<file path="src/rtl/jicl_regs.svh">
// Register offsets, field positions, reset values and timing counts of the config loader
// What this block does
// - Jumperless mode fetches configuration from EEPROM after reset
// - Only the first EEPROM byte is configuration
// - Loaded byte bits 7:6 and 2:0 land in jumperless setting register
// - Load completes about 50 us after reset
// - Step register read increments I/O select, wrapping
// - Cleared unlock bit freezes I/O select on reads
// - Four interrupt pins, loaded byte picks one
// - Interrupt select changes only by reload, or to zero in jumper mode
// - Any soft reset port write while idle restarts like hardware reset
// - Soft reset keeps EEPROM control and data registers
// - Jumper mode: no load, pins address, first interrupt
// - Control bit 6 drives shift clock, bit 5 select
// - Data bit 7 reads EEPROM output, writes its input
// - Setting register bits 2:0 show I/O select outside jumper mode
`ifndef JICL_REGS_SVH
`define JICL_REGS_SVH

// Register offsets on the 5-bit system address
`define JICL_OFS_EE_CTRL 5'h10
`define JICL_OFS_EE_DATA 5'h11
`define JICL_OFS_IO_STEP 5'h12
`define JICL_OFS_JL_SET 5'h13
`define JICL_OFS_SOFT_RST 5'h18
`define JICL_SOFT_RST_MASK 5'h18

// Field positions
`define JICL_CTRL_SK_BIT 6
`define JICL_CTRL_CS_BIT 5
`define JICL_DATA_IO_BIT 7
`define JICL_CFG_IRQ_HI 7
`define JICL_CFG_IRQ_LO 6
`define JICL_CFG_IO_HI 2
`define JICL_CFG_IO_LO 0

// Reset values
`define JICL_RST_CFG 8'h00
`define JICL_RST_IO_SEL 3'h0
`define JICL_RST_IRQ_SEL 2'h0

// Serial read command: start bit then read opcode
`define JICL_EE_CMD_HEAD 3'h6
`define JICL_EE_ADDR_BITS 6

// Timing
`define JICL_CLK_PERIOD_NS 100
`define JICL_LOAD_TIME_US 50
`define JICL_LOAD_CYCLES ((`JICL_LOAD_TIME_US * 1000) / `JICL_CLK_PERIOD_NS)
`define JICL_SK_HALF_NS 1000
`define JICL_SK_HALF_CYCLES ((`JICL_SK_HALF_NS + `JICL_CLK_PERIOD_NS - 1) / `JICL_CLK_PERIOD_NS)

`endif

</file>
<file path="src/rtl/jicl_pkg.sv">
// Types shared by the config loader
package jicl_pkg;
    typedef enum logic [2:0] {
        LD_OFF,
        LD_SELECT,
        LD_SHIFT_CMD,
        LD_SHIFT_DATA,
        LD_DESELECT,
        LD_HOLD
    } jicl_load_state_t;
endpackage

</file>
<file path="src/rtl/jicl_tick_div.sv">
// Divider that makes the one-cycle shift-clock half-period enable
`timescale 1ns/1ns
module jicl_tick_div #(
    parameter int HALF_CYCLES = 10
) (
    // Clock and reset
    input wire logic core_clk_i,
    input wire logic reset_i,
    // Control
    input wire logic clear_i,
    output logic tick_o
);
    localparam int CW = (HALF_CYCLES > 1) ? $clog2(HALF_CYCLES) : 1;
    localparam logic [CW-1:0] LAST = CW'(HALF_CYCLES - 1);

    logic [CW-1:0] cnt_q;
    logic [CW-1:0] cnt_d;
    wire at_last = (cnt_q == LAST);

    if (HALF_CYCLES < 1) begin : g_chk
        $error("jicl_tick_div: HALF_CYCLES must be at least 1");
    end

    assign cnt_d = (clear_i || at_last) ? '0 : cnt_q + CW'(1);
    assign tick_o = at_last && !clear_i;

    always_ff @(posedge core_clk_i) begin
        if (reset_i) begin
            cnt_q <= '0;
        end else begin
            cnt_q <= cnt_d;
        end
    end
endmodule

</file>
<file path="src/rtl/jicl_loader.sv">
// Jumperless ISA configuration loader with EEPROM port, I/O base stepping and soft reset ports
`timescale 1ns/1ns
`include "jicl_regs.svh"
module jicl_loader #(
    parameter int ADDR_BITS = `JICL_EE_ADDR_BITS,
    parameter int CFG_BITS = 8,
    parameter int LOAD_CYCLES = `JICL_LOAD_CYCLES,
    parameter int SK_HALF_CYCLES = `JICL_SK_HALF_CYCLES
) (
    // Clock and reset
    input wire logic core_clk_i,
    input wire logic reset_i,
    // Register port
    input wire logic [4:0] reg_addr_i,
    input wire logic [7:0] reg_wdata_i,
    input wire logic reg_wr_i,
    input wire logic reg_rd_i,
    output logic [7:0] reg_rdata_o,
    // Mode and straps
    input wire logic jumper_mode_i,
    input wire logic [2:0] jumper_io_sel_i,
    input wire logic io_base_unlock_i,
    // Interrupts
    input wire logic irq_req_i,
    output logic [3:0] irq_out_o,
    // Host decode and status
    output logic [2:0] io_window_select_o,
    output logic io_decode_en_o,
    output logic config_busy_o,
    output logic soft_reset_o,
    // Serial EEPROM
    output logic eeprom_chip_select_o,
    output logic eeprom_shift_clock_o,
    output logic eeprom_serial_io_o,
    input wire logic eeprom_serial_io_i
);
    localparam int CMD_BITS = 3 + ADDR_BITS;
    localparam int TW = $clog2(LOAD_CYCLES + 1);
    localparam int BW = $clog2(CMD_BITS + CFG_BITS + 1);
    localparam logic [TW-1:0] LOAD_LAST = TW'(LOAD_CYCLES - 1);
    localparam logic [BW-1:0] CMD_LAST = BW'(CMD_BITS - 1);
    localparam logic [BW-1:0] CFG_LAST = BW'(CFG_BITS - 1);
    localparam logic [CMD_BITS-1:0] CMD_WORD = {`JICL_EE_CMD_HEAD, {ADDR_BITS{1'b0}}};

    if (CFG_BITS != 8) begin : g_chk_cfg
        $error("jicl_loader: CFG_BITS must be 8");
    end
    if (ADDR_BITS < 6 || ADDR_BITS > 8) begin : g_chk_addr
        $error("jicl_loader: ADDR_BITS must be 6 to 8");
    end
    if (2 * SK_HALF_CYCLES * (CMD_BITS + CFG_BITS + 2) > LOAD_CYCLES) begin : g_chk_time
        $error("jicl_loader: serial read does not fit in LOAD_CYCLES");
    end

    function automatic logic reg_hit(input logic [4:0] addr, input logic [4:0] ofs);
        reg_hit = (addr == ofs);
    endfunction

    function automatic logic [3:0] irq_route(input logic req, input logic [1:0] sel);
        irq_route = req ? (4'h1 << sel) : 4'h0;
    endfunction

    // State
    jicl_pkg::jicl_load_state_t state_q;
    jicl_pkg::jicl_load_state_t state_d;
    logic [TW-1:0] timer_q;
    logic [TW-1:0] timer_d;
    logic [BW-1:0] bit_q;
    logic [BW-1:0] bit_d;
    logic [CMD_BITS-1:0] cmd_q;
    logic [CMD_BITS-1:0] cmd_d;
    logic [7:0] shift_q;
    logic [7:0] shift_d;
    logic ld_cs_q;
    logic ld_cs_d;
    logic ld_sk_q;
    logic ld_sk_d;
    logic ld_di_q;
    logic ld_di_d;
    logic [2:0] io_sel_q;
    logic [2:0] io_sel_d;
    logic [1:0] irq_sel_q;
    logic [1:0] irq_sel_d;
    logic sw_sk_q;
    logic sw_cs_q;
    logic sw_di_q;
    logic [7:0] rdata_q;
    logic [7:0] rdata_d;
    logic [3:0] irq_out_q;
    logic soft_q;
    logic tick;

    // Decode; host access is refused while loading
    wire busy = (state_q != jicl_pkg::LD_OFF);
    wire host_ok = !busy;
    wire wr_ok = reg_wr_i && host_ok;
    wire rd_ok = reg_rd_i && host_ok;
    wire hit_ctrl = reg_hit(reg_addr_i, `JICL_OFS_EE_CTRL);
    wire hit_data = reg_hit(reg_addr_i, `JICL_OFS_EE_DATA);
    wire hit_step = reg_hit(reg_addr_i, `JICL_OFS_IO_STEP);
    wire hit_set = reg_hit(reg_addr_i, `JICL_OFS_JL_SET);
    wire hit_rst = reg_hit(reg_addr_i & `JICL_SOFT_RST_MASK, `JICL_OFS_SOFT_RST);
    wire soft_hit = wr_ok && hit_rst;
    wire step_hit = rd_ok && hit_step;
    wire step_go = step_hit && !jumper_mode_i && io_base_unlock_i;
    wire restart = reset_i || soft_hit;
    wire loading = (state_q != jicl_pkg::LD_OFF) && (state_q != jicl_pkg::LD_HOLD);
    wire sk_fall = tick && ld_sk_q;
    wire sk_rise = tick && !ld_sk_q;
    wire timer_end = (timer_q == LOAD_LAST);

    jicl_tick_div #(
        .HALF_CYCLES(SK_HALF_CYCLES)
    ) u_tick (
        .core_clk_i(core_clk_i),
        .reset_i(reset_i),
        .clear_i(!loading),
        .tick_o(tick)
    );

    // Load sequencer: start bit, read opcode, address zero, then one byte
    always_comb begin
        state_d = state_q;
        bit_d = bit_q;
        cmd_d = cmd_q;
        shift_d = shift_q;
        ld_cs_d = ld_cs_q;
        ld_sk_d = ld_sk_q;
        ld_di_d = ld_di_q;
        timer_d = busy ? timer_q + TW'(1) : '0;
        unique case (state_q)
            jicl_pkg::LD_OFF: begin
            end
            jicl_pkg::LD_SELECT: begin
                if (jumper_mode_i) begin
                    state_d = jicl_pkg::LD_OFF;
                end else if (tick) begin
                    ld_cs_d = 1'b1;
                    ld_di_d = CMD_WORD[CMD_BITS-1];
                    cmd_d = CMD_WORD << 1;
                    bit_d = '0;
                    state_d = jicl_pkg::LD_SHIFT_CMD;
                end
            end
            jicl_pkg::LD_SHIFT_CMD: begin
                if (sk_rise) begin
                    ld_sk_d = 1'b1;
                end else if (sk_fall) begin
                    ld_sk_d = 1'b0;
                    ld_di_d = cmd_q[CMD_BITS-1];
                    cmd_d = cmd_q << 1;
                    if (bit_q == CMD_LAST) begin
                        ld_di_d = 1'b0;
                        bit_d = '0;
                        state_d = jicl_pkg::LD_SHIFT_DATA;
                    end else begin
                        bit_d = bit_q + BW'(1);
                    end
                end
            end
            jicl_pkg::LD_SHIFT_DATA: begin
                if (sk_rise) begin
                    ld_sk_d = 1'b1;
                end else if (sk_fall) begin
                    ld_sk_d = 1'b0;
                    shift_d = {shift_q[6:0], eeprom_serial_io_i};
                    if (bit_q == CFG_LAST) begin
                        state_d = jicl_pkg::LD_DESELECT;
                    end else begin
                        bit_d = bit_q + BW'(1);
                    end
                end
            end
            jicl_pkg::LD_DESELECT: begin
                ld_cs_d = 1'b0;
                state_d = jicl_pkg::LD_HOLD;
            end
            jicl_pkg::LD_HOLD: begin
                if (timer_end) begin
                    state_d = jicl_pkg::LD_OFF;
                end
            end
        endcase
    end

    // Configuration fields
    assign io_sel_d = jumper_mode_i ? jumper_io_sel_i :
                      (state_q == jicl_pkg::LD_DESELECT) ? shift_q[`JICL_CFG_IO_HI:`JICL_CFG_IO_LO] :
                      step_go ? io_sel_q + 3'h1 : io_sel_q;
    // Interrupt select only moves on restart, when a fresh byte arrives, or to zero in jumper mode
    assign irq_sel_d = jumper_mode_i ? 2'h0 :
                       (state_q == jicl_pkg::LD_DESELECT) ? shift_q[`JICL_CFG_IRQ_HI:`JICL_CFG_IRQ_LO] :
                       irq_sel_q;

    // Read data, standing one cycle after the strobe
    wire [7:0] set_view = {irq_sel_q, 3'h0, io_sel_q};
    wire [7:0] ctrl_view = {1'b0, sw_sk_q, sw_cs_q, 5'h00};
    wire [7:0] data_view = {eeprom_serial_io_i, 7'h00};
    assign rdata_d = !rd_ok ? 8'h00 :
                     hit_set ? (jumper_mode_i ? 8'h00 : set_view) :
                     hit_ctrl ? ctrl_view :
                     hit_data ? data_view : 8'h00;

    always_ff @(posedge core_clk_i) begin
        if (restart) begin
            state_q <= jicl_pkg::LD_SELECT;
            timer_q <= '0;
            bit_q <= '0;
            cmd_q <= '0;
            shift_q <= `JICL_RST_CFG;
            ld_cs_q <= 1'b0;
            ld_sk_q <= 1'b0;
            ld_di_q <= 1'b0;
            io_sel_q <= `JICL_RST_IO_SEL;
            irq_sel_q <= `JICL_RST_IRQ_SEL;
        end else begin
            state_q <= state_d;
            timer_q <= timer_d;
            bit_q <= bit_d;
            cmd_q <= cmd_d;
            shift_q <= shift_d;
            ld_cs_q <= ld_cs_d;
            ld_sk_q <= ld_sk_d;
            ld_di_q <= ld_di_d;
            io_sel_q <= io_sel_d;
            irq_sel_q <= irq_sel_d;
        end
    end

    // Software EEPROM pins survive a soft reset
    always_ff @(posedge core_clk_i) begin
        if (reset_i) begin
            sw_sk_q <= 1'b0;
            sw_cs_q <= 1'b0;
            sw_di_q <= 1'b0;
        end else begin
            if (wr_ok && hit_ctrl) begin
                sw_sk_q <= reg_wdata_i[`JICL_CTRL_SK_BIT];
                sw_cs_q <= reg_wdata_i[`JICL_CTRL_CS_BIT];
            end
            if (wr_ok && hit_data) begin
                sw_di_q <= reg_wdata_i[`JICL_DATA_IO_BIT];
            end
        end
    end

    always_ff @(posedge core_clk_i) begin
        if (reset_i) begin
            rdata_q <= 8'h00;
            irq_out_q <= 4'h0;
            soft_q <= 1'b0;
        end else begin
            rdata_q <= rdata_d;
            // Quiet on the soft reset edge too, so no pin pulses as the reload begins
            irq_out_q <= (busy || soft_hit) ? 4'h0 : irq_route(irq_req_i, irq_sel_q);
            soft_q <= soft_hit;
        end
    end

    // Loader owns the pins only while it runs, then hands them back
    assign eeprom_chip_select_o = loading ? ld_cs_q : sw_cs_q;
    assign eeprom_shift_clock_o = loading ? ld_sk_q : sw_sk_q;
    assign eeprom_serial_io_o = loading ? ld_di_q : sw_di_q;
    assign reg_rdata_o = rdata_q;
    assign irq_out_o = irq_out_q;
    assign io_window_select_o = io_sel_q;
    assign io_decode_en_o = !busy;
    assign config_busy_o = busy;
    assign soft_reset_o = soft_q;

    logic [TW-1:0] busy_len_q;
    always_ff @(posedge core_clk_i) begin
        if (restart) begin
            busy_len_q <= '0;
        end else if (busy) begin
            busy_len_q <= busy_len_q + TW'(1);
        end
    end
endmodule

</file>
<file path="config.mk">
export PLATFORM = sky130hd
export DESIGN_NAME = jicl_loader
export DESIGN_NICKNAME = d
export VERILOG_FILES = /design/src/rtl/jicl_pkg.sv /design/src/rtl/jicl_tick_div.sv /design/src/rtl/jicl_loader.sv
export VERILOG_INCLUDE_DIRS = /design/src /design/src/rtl
export SDC_FILE = /design/constraint.sdc
export NUM_CORES = 1
export LEC_CHECK = 0
export BUFFER_PORTS_ARGS = -buffer_cell sky130_fd_sc_hd__buf_2
export CORE_ASPECT_RATIO = 2
export CORE_MARGIN = 5
export CORE_UTILIZATION = 35
export CTS_CLUSTER_SIZE = 14
export DETAILED_ROUTE_END_ITERATION = 8
export PLACE_DENSITY = 0.5
export SLEW_MARGIN = 25
export SYNTH_ARGS = -nofsm -noshare
export SYNTH_HDL_FRONTEND = slang
export SYNTH_SLANG_ARGS = --single-unit
</file>
<file path="constraint.sdc">
create_clock -name core_clk_i -period 1.9 [get_ports core_clk_i]
set_input_delay 0.38 -clock core_clk_i [delete_from_list [all_inputs] [get_ports core_clk_i]]
set_output_delay 0.38 -clock core_clk_i [all_outputs]
set_load 0.02 [all_outputs]
</file>
==> impl_metrics.py, run 1 <==
metrics = {
    "run_status": {
        "status": "completed",
    },
    "sta": {
        "worst_pin_slew_ns": 0.5776,
        "max_freq_mhz": 543.0,
        "fin_crit_ns": 1.841,
        "setup_violations": 0,
        "rsz0062_at_grt": "true",
        "finalCritPeriodShare_pct": 96.92,
        "final_max_slew_viol_count": 0,
        "finalClockSkew_ns": 0.004540,
        "hold_viol_final": 0,
        "whs_ns": 0.3262,
        "maxSlewHeadroom_pct": 61.33,
        "setup_slack_ns": 0.05854,
    },
    "global_routing": {
        "grt_start_max_net_pins": 23,
        "grt_use_total_pct": 13.32,
        "antenna_found_initial": 0,
        "grt_pass1_wl_microns": 9646,
        "grt_pass1_vias": 1953,
        "grt_overflow": 0,
    },
    "setup_path": {
        "crit_arrival_ns": 1.46,
        "critPathCapture": "eeprom_shift_clock_o",
        "worst_r2r_path_depth": 5,
        "r2r_start": "state_q[0]$_SDFFE_PP1P_",
        "criticalPathCategory": "reg2out",
        "crit_start": "state_q[0]$_SDFFE_PP1P_",
        "end_kind": "output pin",
        "r2r_end": "io_window_select_o[2]$_SDFFE_PP0P_",
        "path_max_fanout": 4,
        "cp-start-kind": "register",
        "r2r_slack_ns": 0.11,
        "required_ns": 1.52,
    },
    "power": {
        "swShare_pct": 27.02,
        "p_leak_nw": 1.278,
        "switchingPower_mw": 0.6591,
        "power_frac_comb_pct": 14.9,
        "ir_drop_mv": 0.4500,
        "p_clk_share_pct": 37.3,
        "pwr-share-seq_pct": 47.8,
        "p_int_mw": 1.780,
        "powerDensity_nw_per_um2": 788.9,
    },
    "place": {
        "pre_cts_ws_ns": 0.1539,
        "routabilityCongestion": 0.8966,
        "port_buffers": 37,
        "numPlacedInstances": 407,
        "hpwl_microns": 4239,
    },
    "floorplanning": {
        "io_pins": 45,
        "die-area_sq_um": 9124,
        "die-height_microns": 130.2,
        "rows": 44,
        "coreArea_sq_um": 7157,
        "start_util_pct": 35.31,
        "chipWidth_microns": 70.09,
    },
    "logic_synthesis": {
        "ys_warn_count": 0,
        "ys_types": 53,
        "synth-seq-area-share_pct": 41.19,
        "synthFlopType": "dfxtp_1",
        "netlist_instances": 280,
        "synth-edff-count": 0,
        "netlist_area_sq_um": 2527,
        "syn_avg_cell_area_sq_um": 9.027,
        "async_flop_share_pct": 0,
        "synth_seq_cells": 52,
    },
    "run": {
        "drv_cap": 0,
    },
    "clock_network": {
        "tritoncts": "done",
        "clock-sinks": 52,
        "path_clk_slew_ns": 0.07,
        "clk_latency_ns": 0.29,
        "cts_inserted_buffers": 5,
        "h-tree-depth": 2,
        "clockBufferDepth": 2,
        "ctsRootBufferMaster": "clkbuf_16",
    },
    "cells_and_area": {
        "finalNonFillerCells": 418,
        "ff_latch_area_sq_um": 1046,
        "layout-drive-gt1-share_pct": 23.31,
        "syn_to_final_growth_pct": 22.33,
        "multi_input_area_sq_um": 1401,
        "antenna_cells": 0,
        "finalNetCount": 356,
        "post-route-util_pct": 43.20,
        "n_fill_cell": 749,
    },
    "routing": {
        "drtPass1Iterations": 4,
        "viasPerCell": 5.043,
        "vias": 2108,
        "route.detailed.wl_per_inst_microns": 13.55,
        "drt-initial-drc-count": 72,
        "routed_wl_microns": 5664,
        "drc": 0,
        "antenna_left": 0,
    },
    "min_path": {
        "min_path_type": "in2reg",
    },
}
==> flip-flops by register name (all words and copies together) (netlist names) <==
name	cells
bit_q	5
cmd_q	1
io_window_select_o	3
irq_out_o	4
irq_sel_q	2
ld_cs_q	1
ld_di_q	1
ld_sk_q	1
reg_rdata_o	6
shift_q	8
soft_reset_o	1
state_q	3
sw_cs_q	1
sw_di_q	1
sw_sk_q	1
timer_q	9
u_tick.cnt_q	4
==> placed cells by master, fill, tap and decap left out, types with 7 or more instances in the layout <==
master | netlist | final
buf_4 | 5 | 13
nor3_1 | 9 | 8
inv_1 | 11 | 11
a21oi_1 | 12 | 12
nor2_1 | 33 | 32
o21ai_0 | 7 | 7
nand4_1 | 7 | 7
mux2i_1 | 14 | 14
nand3_1 | 13 | 13
and3_1 | 9 | 9
dfxtp_1 | 52 | 50
buf_2 | 5 | 34
nand2_1 | 16 | 16
ha_1 | 7 | 7
==> Yosys cell counts (all sizes together) (3+ instances only) <==
cell type	instances	area share, %
ha	7	3.5
nand2b	4	0.99
mux2i	14	5.5
nor3b	3	1.3
xor2	6	2.1
nand2	16	2.4
and2	5	1.2
clkbuf	4	0.64
nor3	10	2.2
buf	11	2.9
or3	3	0.74
inv	11	1.6
and3	9	2.2
o21ai	7	1.4
nand3	13	2.6
mux2	4	1.8
o211a	3	1.2
nand4	7	1.7
nor2	33	4.9
xnor2	4	1.4
a21oi	12	2.4
nand3b	3	0.89
o22ai	4	0.99
and3b	4	1.4
dfxtp	52	41
==> repair_timing <==
| action | in CTS | in global routing |
|---|---|---|
| setup endpoints to repair | 3 | 10 |
| hold buffers | 0 | 0 |
| setup buffers | 2 | 1 |
| endpoints found under the hold margin | 0 | 0 |
| pin swaps | 1 | 2 |
| gates resized for setup | 14 | 5 |
==> cell families (layout without fill, tap and decap cells) <==
| group | after synthesis | in the layout | share of synthesized area, % |
|---|---|---|---|
| AOI/OAI and AO/OA | 43 | 43 | 11.78 |
| xor gates and xnor gates | 10 | 10 | 3.465 |
| adders and majority gates | 7 | 7 | 3.465 |
| buffers and inverters | 26 | 71 | 5.198 |
| DFF | 52 | 52 | 41.19 |
| muxes | 18 | 18 | 7.326 |
| other | 1 | 2 | 0.1484 |
| and+or+nand+nor | 123 | 123 | 27.43 |
==> critical path: stages (launching register included) <==
cell	delay, ns
dfxtp_4	0.36
xor2_2	0.19
nor2_4	0.17
mux2_4	0.32
buf_6	0.13
==> through the flow <==
stage / setup TNS [ns] / area, sq um / total power [mW]
final: 0 / 3092 / 2.439
after global routing: -0.09462 / 3092 / 2.562
after CTS: 0 / 3067 / 2.466
after detailed placement: 0 / 2856 / 1.522
after global placement: 0 / 2856 / 1.517
after floorplan: 0 / 2531 / 1.413
==> final cells by class <==
cell class / count / share of cell area, %
clock buffers: 5 / 4.047
clock inverters: 3 / 0.6880
inverters: 11 / 1.335
multi-input cells: 203 / 45.33
flip-flops and latches: 52 / 33.83
well taps: 92 / 3.723
repair buffers: 52 / 11.05
==> routing by layer <==
layer | up-vias | track usage (%) | routed length (microns)
met5 | - | 0 | 0
met1 | 977 | 17.73 | 2684
met4 | 0 | 6.433 | 123
met3 | 8 | 3.007 | 252
li1 | 1083 | - | -
met2 | 40 | 20.36 | 2604
==> power by group through the flow <==
stage                     sequential [mW]  combinational (mW)  clock [mW]
after floorplan                      1.18               0.237           0
after global placement               1.19               0.329           0
after detailed placement             1.19               0.332           0
after CTS                            1.17               0.358       0.942
after global routing                 1.17               0.409       0.982
final                                1.17               0.364       0.909
==> worst min-delay path by stage <==
stage / start / endpoint / slack [ns] / depth (start not counted)
3_5_place_dp: timer_q[0]$_SDFF_PP0_ / timer_q[0]$_SDFF_PP0_ / 0.43 / 1
3_3_place_gp: timer_q[0]$_SDFF_PP0_ / timer_q[0]$_SDFF_PP0_ / 0.42 / 1
5_1_grt: reg_wdata_i[5] / sw_cs_q$_SDFFE_PP0P_ / 0.34 / 3
6_report: reg_wdata_i[5] / sw_cs_q$_SDFFE_PP0P_ / 0.33 / 3
2_1_floorplan: timer_q[0]$_SDFF_PP0_ / timer_q[0]$_SDFF_PP0_ / 0.41 / 1
4_1_cts: reg_wdata_i[5] / sw_cs_q$_SDFFE_PP0P_ / 0.32 / 3
No activity file was read; power rests on OpenSTA's default activity.
==> inputs of run 2 (changes only) <==
--- a/config.mk
+++ b/config.mk
@@ -9,10 +9,10 @@
 export BUFFER_PORTS_ARGS = -buffer_cell sky130_fd_sc_hd__buf_2
 export CORE_ASPECT_RATIO = 2
 export CORE_MARGIN = 5
-export CORE_UTILIZATION = 35
+export CORE_UTILIZATION = 55
 export CTS_CLUSTER_SIZE = 14
 export DETAILED_ROUTE_END_ITERATION = 8
-export PLACE_DENSITY = 0.5
+export PLACE_DENSITY = 0.75
 export SLEW_MARGIN = 25
 export SYNTH_ARGS = -nofsm -noshare
 export SYNTH_HDL_FRONTEND = slang
==> impl_metrics.py, run 2 (synthesis gave the netlist of run 1 again) <==
metrics = {
    "global_routing": {
        "grt_pass1_wl_microns": 9384,
        "antenna_found_initial": 0,
        "grt_use_total_pct": 19.02,
        "grt_start_max_net_pins": 19,
        "grt_overflow": 0,
        "grt_pass1_vias": 2187,
    },
    "setup_path": {
        "cp-start-kind": "register",
        "path_max_fanout": 4,
        "end_kind": "output pin",
        "path_cells": "xor2_2 > nor2_4 > mux2_4 > buf_6",
        "critPathTopFamily": "flip-flops",
        "slowest_delay_ns": 0.35,
        "r2r_slack_ns": 0.15,
        "criticalPathCategory": "reg2out",
        "required_ns": 1.52,
        "cp_slowest_cell": "dfxtp_2",
        "crit_arrival_ns": 1.46,
        "crit_buf_inv": 1,
    },
    "cells_and_area": {
        "antenna_cells": 0,
        "final_common_cell": "dfxtp_1",
        "ff_latch_area_sq_um": 1044,
        "n_fill_cell": 401,
        "largest_register": "timer_q",
        "layout-drive-gt1-share_pct": 22.77,
        "postLayoutCellArea_sq_um": 2977,
        "largest_reg_flops": 9,
        "finalNetCount": 355,
        "final_cell_mix": "50 x dfxtp_1, 34 x buf_2, 32 x nor2_1, 16 x nand2_1, 14 x mux2i_1",
        "syn_to_final_growth_pct": 17.77,
        "multi_input_area_sq_um": 1390,
    },
    "clock_network": {
        "cts_inserted_buffers": 5,
        "h-tree-depth": 2,
        "clk_latency_ns": 0.31,
        "clock-sinks": 52,
        "tritoncts": "done",
        "hold_buffers": 0,
        "ctsRootBufferMaster": "clkbuf_8",
        "path_clk_slew_ns": 0.10,
        "clockBufferDepth": 2,
    },
    "power": {
        "p_clk_share_pct": 33.5,
        "swShare_pct": 26.57,
        "ir_drop_mv": 0.6252,
        "p_int_mw": 1.660,
        "switchingPower_mw": 0.6008,
        "powerDensity_nw_per_um2": 759.7,
        "power_frac_comb_pct": 15.1,
        "pwr-share-seq_pct": 51.5,
        "p_leak_nw": 1.249,
    },
    "routing": {
        "routed_wl_microns": 5454,
        "drt-initial-drc-count": 51,
        "vias": 2135,
        "drtPass1Iterations": 4,
        "route.detailed.wl_per_inst_microns": 14.35,
        "wl_met2_microns": 2986,
        "viasPerCell": 5.618,
        "antenna_left": 0,
        "top_layer": "met4",
        "drc": 0,
        "dr_wl_met3_microns": 209,
        "drt-met1-wl_microns": 2057,
    },
    "floorplanning": {
        "coreArea_sq_um": 4554,
        "die-height_microns": 105.9,
        "rows": 35,
        "start_util_pct": 55.49,
        "io_pins": 45,
        "die-area_sq_um": 6133,
        "chipWidth_microns": 57.94,
    },
    "sta": {
        "worst_pin_slew_ns": 0.5393,
        "maxSlewHeadroom_pct": 63.93,
        "hold_viol_final": 0,
        "rsz0062_at_grt": "false",
        "final_max_slew_viol_count": 0,
        "max_freq_mhz": 542.1,
        "fin_crit_ns": 1.845,
        "finalCritPeriodShare_pct": 97.08,
        "finalClockSkew_ns": 0.006071,
        "setup_violations": 0,
        "tns_ns": 0,
    },
    "run_status": {
        "status": "completed",
    },
    "run": {
        "drv_cap": 0,
    },
    "place": {
        "routabilityCongestion": 0.8875,
        "dpl-instance-area_sq_um": 2805,
        "port_buffers": 37,
        "hpwl_microns": 4248,
    },
    "min_path": {
        "min_path_type": "in2reg",
    },
}
## run 2: cell types whose count changed in the layout (fill, tap and decap cells not counted), sizes merged
| cell | delta |
|---|---|
| buf | -1 |
| bufinv | +1 |
| inv | -1 |
## run 2: cell type report
class	instances	area share [%]
repair buffers	51	10.80
well taps	55	2.312
clock inverters	3	1.429
inverters	11	1.387
clock buffers	5	2.312
flip-flops and latches	52	35.06
multi-input cells	203	46.70
## run 2: power groups by stage
stage | Sequential [mW] | Combinational (mW) | Clock [mW]
final | 1.16 | 0.340 | 0.757
after global placement | 1.18 | 0.323 | 0
after floorplan | 1.18 | 0.237 | 0
after detailed placement | 1.19 | 0.329 | 0
after global routing | 1.17 | 0.381 | 0.806
after CTS | 1.16 | 0.342 | 0.774
## run 2: worst min-delay path, cell delays in order
cell and delay [ns]:
buf_2 0.08, mux2i_1 0.05, nor2_1 0.07
## run 2: final timing paths
check	from	endpoint	cells past startpoint
max	state_q[0]$_SDFFE_PP1P_	eeprom_shift_clock_o	4
min	reg_wdata_i[6]	sw_sk_q$_SDFFE_PP0P_	3
min reg2reg	timer_q[0]$_SDFF_PP0_	timer_q[0]$_SDFF_PP0_	1
max reg2reg	state_q[0]$_SDFFE_PP1P_	io_window_select_o[2]$_SDFFE_PP0P_	5
## run 2: timing repair
item	in CTS	in global routing
gates cloned	0	0
endpoints found under the setup margin	4	4
pin swaps	1	1
resized for setup	15	0
buffers inserted	0	1
## run 2: per-layer routing
layer,vias to the layer above,track usage (%)
li1,1070,-
met1,1011,18.57
met2,38,35.68
met3,16,3.554
met4,0,10.12
met5,-,0
## run 2: stage by stage
stage	hold WS [ns]	total power [mW]	setup slack, ns	instances	utilization [%]
after floorplan	0.4130	1.413	0.005873	281	-
after global placement	0.4261	1.506	0.1961	371	61.59
after detailed placement	0.4375	1.514	0.1669	371	61.59
after CTS	0.3004	2.280	0.01952	379	65.19
after global routing	0.3088	2.358	0.01454	380	65.36
final	0.3050	2.261	0.05541	380	65.36
